[config.mk]
export PLATFORM = sky130hd
export DESIGN_NAME = supply_enable_and_gate_drive_uvlo
export DESIGN_NICKNAME = d
export VERILOG_FILES = /design/src/design/supply_seq_pkg.sv /design/src/design/bit_sync.sv /design/src/design/supply_enable_and_gate_drive_uvlo.sv
export VERILOG_INCLUDE_DIRS = /design/src /design/src/design
export SDC_FILE = /design/constraint.sdc
export NUM_CORES = 1
export LEC_CHECK = 0
export ABC_AREA = 0
export BUFFER_PORTS_ARGS = -buffer_cell sky130_fd_sc_hd__buf_2
export CAP_MARGIN = 20
export CORE_UTILIZATION = 58
export CTS_BUF_LIST = sky130_fd_sc_hd__clkbuf_16
export DETAILED_ROUTE_END_ITERATION = 8
export PLACE_DENSITY = 0.87
export SLEW_MARGIN = 20
export SYNTH_ARGS = -nofsm -noshare
export SYNTH_HDL_FRONTEND = slang
export SYNTH_SLANG_ARGS = --single-unit
[constraint.sdc]
create_clock -name core_clk -period 2.1 [get_ports core_clk]
set_clock_uncertainty 0.1 [all_clocks]
set_input_delay 0.42 -clock core_clk [delete_from_list [all_inputs] [get_ports core_clk]]
set_output_delay 0.42 -clock core_clk [all_outputs]
set_load 0.1 [all_outputs]
[src/design/supply_seq_consts.svh]
/*
 * Named constants of the supply, reset and gate-drive lockout sequencer.
 * Assumes it is included by bare name wherever a constant is needed.
 */
`ifndef SUPPLY_SEQ_CONSTS_SVH
`define SUPPLY_SEQ_CONSTS_SVH

`define SETPOINT_W 4
`define UV_THR_W 3
`define SYNC_W 6
`define UV_THR_OFF 3'h0
`define SETPOINT_RST 4'h0
`define UV_THR_RST 3'h0
`define BLANK_TIME_NS 150000
`define CLK_PERIOD_NS 25
`define SYNC_WAKE_ONE 0
`define SYNC_WAKE_TWO 1
`define SYNC_WAKE_THREE 2
`define SYNC_LOGIC_OK 3
`define SYNC_BATT_OK 4
`define SYNC_GD_LOW 5

`endif

[src/design/supply_seq_pkg.sv]
/*
 * Types shared by the sequencer and its bench.
 * Assumes the constants header is on the include path.
 */
`include "supply_seq_consts.svh"

package supply_seq_pkg;

    typedef enum logic [1:0] {
        MODE_OFF,
        MODE_POR_WAIT,
        MODE_BLANK,
        MODE_NORMAL
    } seq_mode_t;

    typedef struct packed {
        logic keep_logic_supply_on;
        logic [`SETPOINT_W-1:0] gate_drive_supply_setpoint;
        logic [`UV_THR_W-1:0] gate_drive_undervolt_threshold;
    } spi_cfg_t;

    typedef struct packed {
        logic logic_regulator_en;
        logic logic_reset_n;
        logic booster_en;
        logic uv_lockout;
        logic uv_blanking;
        logic [`SETPOINT_W-1:0] drive_setpoint;
        logic [`UV_THR_W-1:0] uv_threshold;
    } ctrl_out_t;

endpackage

[src/design/bit_sync.sv]
/*
 * Two-flop synchroniser for a group of unrelated asynchronous levels.
 * Assumes each bit is an independent level; no bus coherence is kept.
 */
`timescale 1ns/1ps

module bit_sync #(
    parameter int WIDTH = 1
) (
    input wire logic clk, // Sampling clock
    input wire logic arst_n, // Asynchronous reset, active low
    input wire logic [WIDTH-1:0] async_in, // Levels from outside the domain
    output logic [WIDTH-1:0] sync_out // Levels safe to use
);
    logic [WIDTH-1:0] meta_ff;
    logic [WIDTH-1:0] stable_ff;

    // Only the second stage is read, so metastability settles unseen.
    always_ff @(posedge clk or negedge arst_n)
    begin
        if (!arst_n)
        begin
            meta_ff <= '0;
            stable_ff <= '0;
        end
        else
        begin
            meta_ff <= async_in;
            stable_ff <= meta_ff;
        end
    end

    assign sync_out = stable_ff;
endmodule

[src/design/supply_enable_and_gate_drive_uvlo.sv]
/*
 * Supply enable, chip reset and gate-drive undervoltage lockout control.
 * Assumes core_clk is the internal trimmed RC oscillator, that the wake
 * pins and analog comparator flags are asynchronous, and that the SPI
 * settings and booster request come from logic on core_clk.
 */
`timescale 1ns/1ps
`include "supply_seq_consts.svh"

// Summary of operation
// - The gate-drive target is one of sixteen levels picked by a 4-bit setpoint.
// - A gate-drive supply below the chosen threshold turns the booster off.
// - Undervoltage detection is ignored for 150 us after reset release.
// - The 3-bit threshold field sets the lockout level relative to the setpoint.
// - A threshold field of zero disables the lockout entirely.
// - The logic regulator runs and reset lifts only while a wake input is high or keep-supply-on is set.
// - With keep-supply-on set the chip stays up even with all wake inputs low.
// - With keep-supply-on clear and all wake inputs low the chip resets and powers down.
// - Reset holds at power-up until both logic and battery supplies are valid.
// - Every function and timing runs from the single internal RC clock.
module supply_enable_and_gate_drive_uvlo #(
    parameter int BLANK_CYCLES =
        (`BLANK_TIME_NS + `CLK_PERIOD_NS - 1) / `CLK_PERIOD_NS
) (
    input wire logic core_clk, // Internal RC clock
    input wire logic rst_n, // Power-up reset, active low
    input wire logic wake_input_one, // Wake pin one
    input wire logic failsafe_or_wake_input_two, // Wake pin two
    input wire logic wake_input_three, // Wake pin three
    input wire logic logic_supply_valid, // Logic supply monitor flag
    input wire logic battery_supply_valid, // Battery supply monitor flag
    input wire logic gate_drive_below_level, // Gate-drive comparator flag
    input wire logic booster_request, // Booster wants to switch
    input wire supply_seq_pkg::spi_cfg_t spi_cfg, // SPI settings
    output supply_seq_pkg::ctrl_out_t ctrl_out // Supply and reset controls
);
    import supply_seq_pkg::*;

    localparam int CNT_W = $clog2(BLANK_CYCLES + 1);
    localparam logic [CNT_W-1:0] CNT_LAST = CNT_W'(BLANK_CYCLES - 1);
    localparam logic [CNT_W-1:0] CNT_ZERO = CNT_W'(0);
    localparam logic [CNT_W-1:0] CNT_ONE = CNT_W'(1);

    typedef struct packed {
        seq_mode_t mode;
        logic [CNT_W-1:0] blank_cnt;
        ctrl_out_t out;
    } seq_state_t;

    logic rst_meta_ff;
    logic rst_sync_ff;
    logic [`SYNC_W-1:0] raw_in;
    logic [`SYNC_W-1:0] sync_in;
    logic any_wake;
    logic supplies_ok;
    logic stay_on;
    logic uv_enabled;
    seq_state_t state_ff;
    seq_state_t nxt_state;

    // Reset asserts at once but releases on the clock, two edges later.
    always_ff @(posedge core_clk or negedge rst_n)
    begin
        if (!rst_n)
        begin
            rst_meta_ff <= 1'b0;
            rst_sync_ff <= 1'b0;
        end
        else
        begin
            rst_meta_ff <= 1'b1;
            rst_sync_ff <= rst_meta_ff;
        end
    end

    always_comb
    begin
        raw_in = '0;
        raw_in[`SYNC_WAKE_ONE] = wake_input_one;
        raw_in[`SYNC_WAKE_TWO] = failsafe_or_wake_input_two;
        raw_in[`SYNC_WAKE_THREE] = wake_input_three;
        raw_in[`SYNC_LOGIC_OK] = logic_supply_valid;
        raw_in[`SYNC_BATT_OK] = battery_supply_valid;
        raw_in[`SYNC_GD_LOW] = gate_drive_below_level;
    end

    bit_sync #(
        .WIDTH(`SYNC_W)
    ) u_pin_sync (
        .clk(core_clk),
        .arst_n(rst_sync_ff),
        .async_in(raw_in),
        .sync_out(sync_in)
    );

    assign any_wake = sync_in[`SYNC_WAKE_ONE] | sync_in[`SYNC_WAKE_TWO]
        | sync_in[`SYNC_WAKE_THREE];
    assign supplies_ok = sync_in[`SYNC_LOGIC_OK]
        & sync_in[`SYNC_BATT_OK];
    assign stay_on = any_wake | spi_cfg.keep_logic_supply_on;
    assign uv_enabled =
        spi_cfg.gate_drive_undervolt_threshold != `UV_THR_OFF;

    always_comb
    begin
        nxt_state = state_ff;
        unique case (state_ff.mode)
            MODE_OFF:
            begin
                nxt_state.blank_cnt = CNT_ZERO;
                if (any_wake)
                begin
                    nxt_state.mode = MODE_POR_WAIT;
                end
            end
            MODE_POR_WAIT:
            begin
                // SPI state is in reset here, so keep-supply-on cannot hold.
                nxt_state.blank_cnt = CNT_ZERO;
                if (!any_wake)
                begin
                    nxt_state.mode = MODE_OFF;
                end
                else if (supplies_ok)
                begin
                    nxt_state.mode = MODE_BLANK;
                end
            end
            MODE_BLANK, MODE_NORMAL:
            begin
                if (!stay_on)
                begin
                    nxt_state.mode = MODE_OFF;
                end
                else if (!supplies_ok)
                begin
                    nxt_state.mode = MODE_POR_WAIT;
                end
                else if (state_ff.mode == MODE_BLANK)
                begin
                    if (state_ff.blank_cnt == CNT_LAST)
                    begin
                        nxt_state.mode = MODE_NORMAL;
                    end
                    else
                    begin
                        nxt_state.blank_cnt =
                            state_ff.blank_cnt + CNT_ONE;
                    end
                end
            end
        endcase

        nxt_state.out.logic_regulator_en =
            nxt_state.mode != MODE_OFF;
        nxt_state.out.logic_reset_n = (nxt_state.mode == MODE_BLANK)
            | (nxt_state.mode == MODE_NORMAL);
        nxt_state.out.uv_blanking = nxt_state.mode == MODE_BLANK;

        // Settings read as defaults while the logic is held in reset.
        if (nxt_state.out.logic_reset_n)
        begin
            nxt_state.out.drive_setpoint =
                spi_cfg.gate_drive_supply_setpoint;
            nxt_state.out.uv_threshold =
                spi_cfg.gate_drive_undervolt_threshold;
        end
        else
        begin
            nxt_state.out.drive_setpoint = `SETPOINT_RST;
            nxt_state.out.uv_threshold = `UV_THR_RST;
        end

        // The lockout follows the comparator and releases when it clears.
        nxt_state.out.uv_lockout = (nxt_state.mode == MODE_NORMAL)
            & uv_enabled & sync_in[`SYNC_GD_LOW];
        nxt_state.out.booster_en = nxt_state.out.logic_reset_n
            & booster_request & ~nxt_state.out.uv_lockout;
    end

    always_ff @(posedge core_clk or negedge rst_sync_ff)
    begin
        if (!rst_sync_ff)
        begin
            state_ff <= '{mode: MODE_OFF, blank_cnt: CNT_ZERO, out: '0};
        end
        else
        begin
            state_ff <= nxt_state;
        end
    end

    assign ctrl_out = state_ff.out;
endmodule

# Yosys cells after proc, flatten, opt, wreduce, memory -nomap -nowiden
# Cells that the tools add are included.
# W data, S select, Z words.
dict set report totals {
  n_memories 0
  wordCells 51
  ramBits 0
  reg_bits 41
  inputBits 17
  latchBits 0
  mem_bits_ro 0
  out_inout_bits 12
}
dict set report op_classes {
  shifts 0
  div_mod_pow 0
  n_eq_ne 10
  n_mux 12
  bitwise 10
  n_lt_le_gt_ge 0
  reduce_logical 5
  add_sub_neg 1
  multipliers 0
}
# cell n
set ops {}
lappend ops {{$pmux W15 S3} 1}
lappend ops {{$mux W13} 3}
lappend ops {{$mux W15} 1}
lappend ops {{$add A13 B1 Y13 const B} 1}
lappend ops {{$eq A13 B13 Y1 const B} 1}
lappend ops {{$mux W2} 6}
lappend ops {{$eq A2 B2 Y1 const B} 4}
lappend ops {{$ne A2 B2 Y1 const B} 4}
lappend ops {{$mux W7} 1}
lappend ops {{$and A1 B1 Y1} 5}
lappend ops {{$or A1 B1 Y1} 4}
lappend ops {{$reduce_and A4 Y1} 1}
lappend ops {{$reduce_bool A3 Y1} 1}
lappend ops {{$eq A2 B1 Y1 const B} 1}
lappend ops {{$logic_not A2 Y1} 1}
lappend ops {{$reduce_bool A2 Y1} 1}
lappend ops {{$reduce_or A2 Y1} 1}
lappend ops {{$not A1 Y1} 1}

# Logic depth before layout (Yosys ltp)
dict set report depth {
  depth_word 11
  ltp_mapped 5
  mapped_depth_nobuf 5
}

# Cells and area by module
# A second synthesis with hierarchy kept.
dict set report hier_totals {
  hier_cells 145
  area_unflattened_um2 1704.1
}
# module n_inst area_per_inst_um2 seq_area_each_um2 cells_per_inst
set by_module_without_submodules {}
lappend by_module_without_submodules {supply_enable_and_gate_drive_uvlo 1 1403.8 725.7 133}
lappend by_module_without_submodules {bit_sync 1 300.3 300.3 12}

# Least setup slack after synthesis
# OpenSTA, ideal clock, no wires.
dict set report synth_timing {
  path_type {register to register}
  startpoint {register state_ff[16] (netlist bit)}
  endpoint {register state_ff (netlist bit ctrl_out[9])}
  arrival_ns 1.708
  t_required_ns 1.858
  setup_slack_ns 0.150
  path_stages_with_launch 5
  path_cell_list {dfrtp_1 or4b_1 or4_4 a21oi_4 a2111oi_0}
}
# item line
set synth_rtl {}
lappend synth_rtl {{from (decl)} supply_enable_and_gate_drive_uvlo.sv:58} ;# seq_state_t state_ff;
lappend synth_rtl {{from (signal assigned)} supply_enable_and_gate_drive_uvlo.sv:185} ;# state_ff <= '{mode: MODE_OFF, blank_cnt: CNT_ZERO, out: '0};
lappend synth_rtl {{from (signal assigned)} supply_enable_and_gate_drive_uvlo.sv:189} ;# state_ff <= nxt_state;

# Final worst setup path
dict set report layout_timing {
  startpoint {register state_ff[19] (netlist bit)}
  endpoint {register state_ff[12] (netlist bit)}
}
dict set report layout_via {
  elab_chain_len 3
}
# item line
set layout_lines {}
lappend layout_lines {{$eq A13 B13 Y1} supply_enable_and_gate_drive_uvlo.sv:141} ;# if (state_ff.blank_cnt == CNT_LAST)
lappend layout_lines {{$ne A2 B2 Y1 (no source line)} -}
lappend layout_lines {{$reduce_and A4 Y1 (no source line)} -}
# Every way passes these cells.
# A chain may end at the register's enable or synchronous reset.

==> qor.log <==
qor: drt.routed.top_layer met4
qor: power.combinationalPowerShare 8.3%
qor: grt.wire_length_of_the_first_global_routing_pass 5.35 mm
qor: setup_path.required_time_at_the_endpoint_of_the_critical_path 2.19 ns
qor: drt.drt.antenna.violating_nets 0
qor: floorplan.core_rows 19
qor: clocking.htree_levels 2
qor: clocking.cts_tree built
qor: cells_and_area.final_net_count 187
qor: sta.max_slew_violations 0
qor: sta.fin_crit 2.05 ns
qor: drt.vias_post_dr 1162
qor: clocking.cts.root.buffer_cell clkbuf_16
qor: power.netSwitchingPower 430 uW
qor: clocking.clock_sinks 41
qor: power.power.share.clock 46.3%
qor: outcome.run_status finished clean
qor: grt.first_global_vias 1194
qor: floorplan.initial_core_util 61.0%
qor: sta.max_clock_freq 488 MHz
qor: sta.rsz_0062_raised_after_global_routing false
qor: sta.hold_ws 0.144 ns
qor: floorplan.die_area 3090 um2
qor: clocking.cts_buffer_depth 2
qor: cells_and_area.layout.cells.most_common_list 41 x dfrtp_1, 28 x buf_2, 10 x nand2_1
qor: placement.io_buffer_count 28
qor: synthesis.number_of_nets_produced_by_synthesis 159
qor: synthesis.synth_seq_area_share 61.5%
qor: sta.finalCritPeriodShare 97.6%
qor: placement.gp_congestion 0.909
qor: power.power_switching_share 23.3%
qor: hold_path.holdCritPathClass in2reg
qor: synthesis.postSynthRegisterBits 41
qor: sta.hold_viol_final 0
qor: drt.routedWlPerCell 15.2 um
qor: grt.gr_usage_total 23.0%
qor: cells_and_area.fraction_of_final_layout_cells_with_drive_strength_greater_than_1 25.9%
qor: synthesis.ys_warn_count 0
qor: drt.detailedRoute.firstPassIterationCount 6
qor: placement.numPlacedInstances 192
qor: setup_path.largest_fanout_on_the_critical_path 5
qor: drt.met2_wirelength 1.53 mm
qor: synthesis.synth_area 1670 um2
qor: placement.dp_hpwl 2.09 mm
qor: setup_path.slowest_delay 0.58 ns
qor: power.power_report.internal_total 1420 uW
qor: power.ir_drop 0.969 mV
qor: floorplan.floorplan.io_pins 29
qor: power.power_frac_seq 45.4%
qor: setup_path.crit_arrival 2.14 ns
qor: floorplan.die_height 55.6 um
qor: setup_path.critPathCaptureType flop
qor: cells_and_area.fill_cells 160
qor: cells_and_area.synthToLayoutAreaGrowth 19.1%
qor: synthesis.synthesis.instances 141
qor: setup_path.timing.critical_path.cells or4b_1, or4_4, nand2_1, mux2i_1
qor: drt.vias_per_cell 5.78
qor: sta.worstMarginPinSlew 0.612 ns
qor: drt.wl 3.05 mm
qor: clocking.cts.reportedPaths.clkPinSlew 0.06 ns
qor: synthesis.synth.lib_cells_used.distinct 33
qor: sta.finalSetupViolCount 0
qor: cells_and_area.layout.cells.most_common dfrtp_1
qor: clocking.clock_latency 0.28 ns
qor: clocking.post_cts_buffers 0
qor: setup_path.startpoint_type flop
qor: setup_path.timing_worst_setup_path_type reg2reg
qor: job.max_cap_viol_count 0
qor: cells_and_area.diodes_inserted 0
qor: power.leakage 0.000935 uW
qor: floorplan.core_area 2730 um2
qor: power.cellPowerDensity 930 nW/um2
qor: grt.antenna_found_initial 0
qor: setup_path.critPathSlowestCell or4_4
qor: sta.setup_total_negative_slack 0 ns
qor: drt.met3WireLength 125 um
qor: clocking.cts_inserted_buffers 5
qor: floorplan.chipWidth 55.6 um
qor: grt.global_route_total_overflow 0
qor: cells_and_area.fin_cells 201
qor: drt.wl_met1 1.28 mm
qor: drt.detail_route.drc_violations 0
qor: synthesis.synthesis.area_per_instance 11.8 um2
qor: grt.pin_count_of_the_biggest_net_entering_global_routing 27
qor: drt.drt_first_iter_violations 53
qor: sta.slew_headroom 58.8%
logic make-up after synthesis:
logic type / after synthesis / share of synthesized area [%]
other cells: 1 / 0.225
flops: 41 / 61.5
simple gates: 58 / 19.7
mux: 5 / 3.00
xor+xnor: 3 / 1.58
buf+inv: 17 / 6.53
compound gates: 15 / 6.68
fa+ha+maj: 1 / 0.750
flip-flops by register name (all words and copies together), names as in the netlist:
name and count:
u_pin_sync.meta_ff 6, rst_meta_ff 1, state_ff 15, ctrl_out 12, rst_sync_ff 1, u_pin_sync.sync_out 6
stage by stage:
step,total power (uW),setup slack (ns),util [%],area (um2)
floorplan,971,0.150,-,1670
global placement,999,0.126,65.9,1800
detailed placement,1000,0.0811,65.9,1800
CTS,1860,0.0685,72.6,1980
global route,1910,0.00697,72.6,1990
finish,1850,0.0499,72.6,1990
timing repair:
item,4_1_cts,5_1_grt
endpoints found under the hold margin,2,0
hold buffers,1,0
gates resized for setup,0,1
endpoints found under the setup margin,0,1
routing by layer:
layer | GRT usage (%) | up-vias
li1 | - | 542
met1 | 28.7 | 565
met2 | 34.3 | 39
met3 | 6.05 | 16
met4 | 17.5 | 0
met5 | 0 | -
critical path: cells and delay by family (launching register included):
family	cells	cell delay (ns)
AND/OR/NAND/NOR	3	1.24
flip-flops	1	0.42
multiplexers	1	0.21
layout make-up:
class	count	area, um2	area share (%)
clock inverter	3	46.3	2.33
multi-input combinational	83	534	26.9
tap	31	38.8	1.95
sequential	41	1030	51.7
timing repair buffer	34	200	10.1
clock buffer	5	125	6.30
inverter	4	15.0	0.756
worst paths after layout:
| kind | startpoint | end | slack (ns) | depth (start not counted) |
|---|---|---|---|---|
| max | state_ff[19]$_DFFE_PN0P_ | state_ff[12]$_DFFE_PN0P_ | 0.05 | 4 |
| min | battery_supply_valid | u_pin_sync.meta_ff[4]$_DFF_PN0_ | 0.14 | 1 |
| max reg2reg | state_ff[19]$_DFFE_PN0P_ | state_ff[12]$_DFFE_PN0P_ | 0.05 | 4 |
| min reg2reg | rst_sync_ff$_DFF_PN0_ | state_ff[24]$_DFFE_PN0P_ | 0.16 | 0 |
| max in group asynchronous | rst_sync_ff$_DFF_PN0_ | ctrl_out[7]$_DFF_PN0_ | 1.20 | 1 |
| min in group asynchronous | rst_sync_ff$_DFF_PN0_ | state_ff[24]$_DFFE_PN0P_ | 0.16 | 0 |
power groups by stage:
stage	Clock, uW	Sequential [uW]	Combinational, uW
after floorplan	0	851	121
after global placement	0	850	148
after detailed placement	0	852	152
after CTS	872	838	154
after global routing	904	843	164
final	855	838	154
Yosys cell counts:
master     instances  area (um2)
dfrtp_1           41        1030
buf_4             12        90.1
nand2_1           10        37.5
nor2_1             8        30.0
and2_1             7        43.8
nand3_1            6        30.0
mux2i_1            5        50.1
inv_1              4        15.0
nand2b_1           4        25.0
nand3b_1           4        30.0
nand4_1            4        25.0
a21oi_1            3        15.0
nor4_1             3        18.8
o31ai_1            3        22.5
or3_1              3        18.8
xnor2_1            3        26.3
a22oi_1            2        15.0
nor3_1             2        10.0
o21ai_0            2        10.0
or4_1              2        15.0
a2111oi_0          1        8.76
a21o_1             1        7.51
a21oi_4            1        16.3
a31o_2             1        8.76
and3_1             1        6.26
clkbuf_1           1        3.75
conb_1             1        3.75
ha_1               1        12.5
nand4b_1           1        8.76
nor4b_1            1        8.76
o211ai_1           1        7.51
or4_4              1        11.3
or4b_1             1        10.0
(Power assumes the default switching activity.)
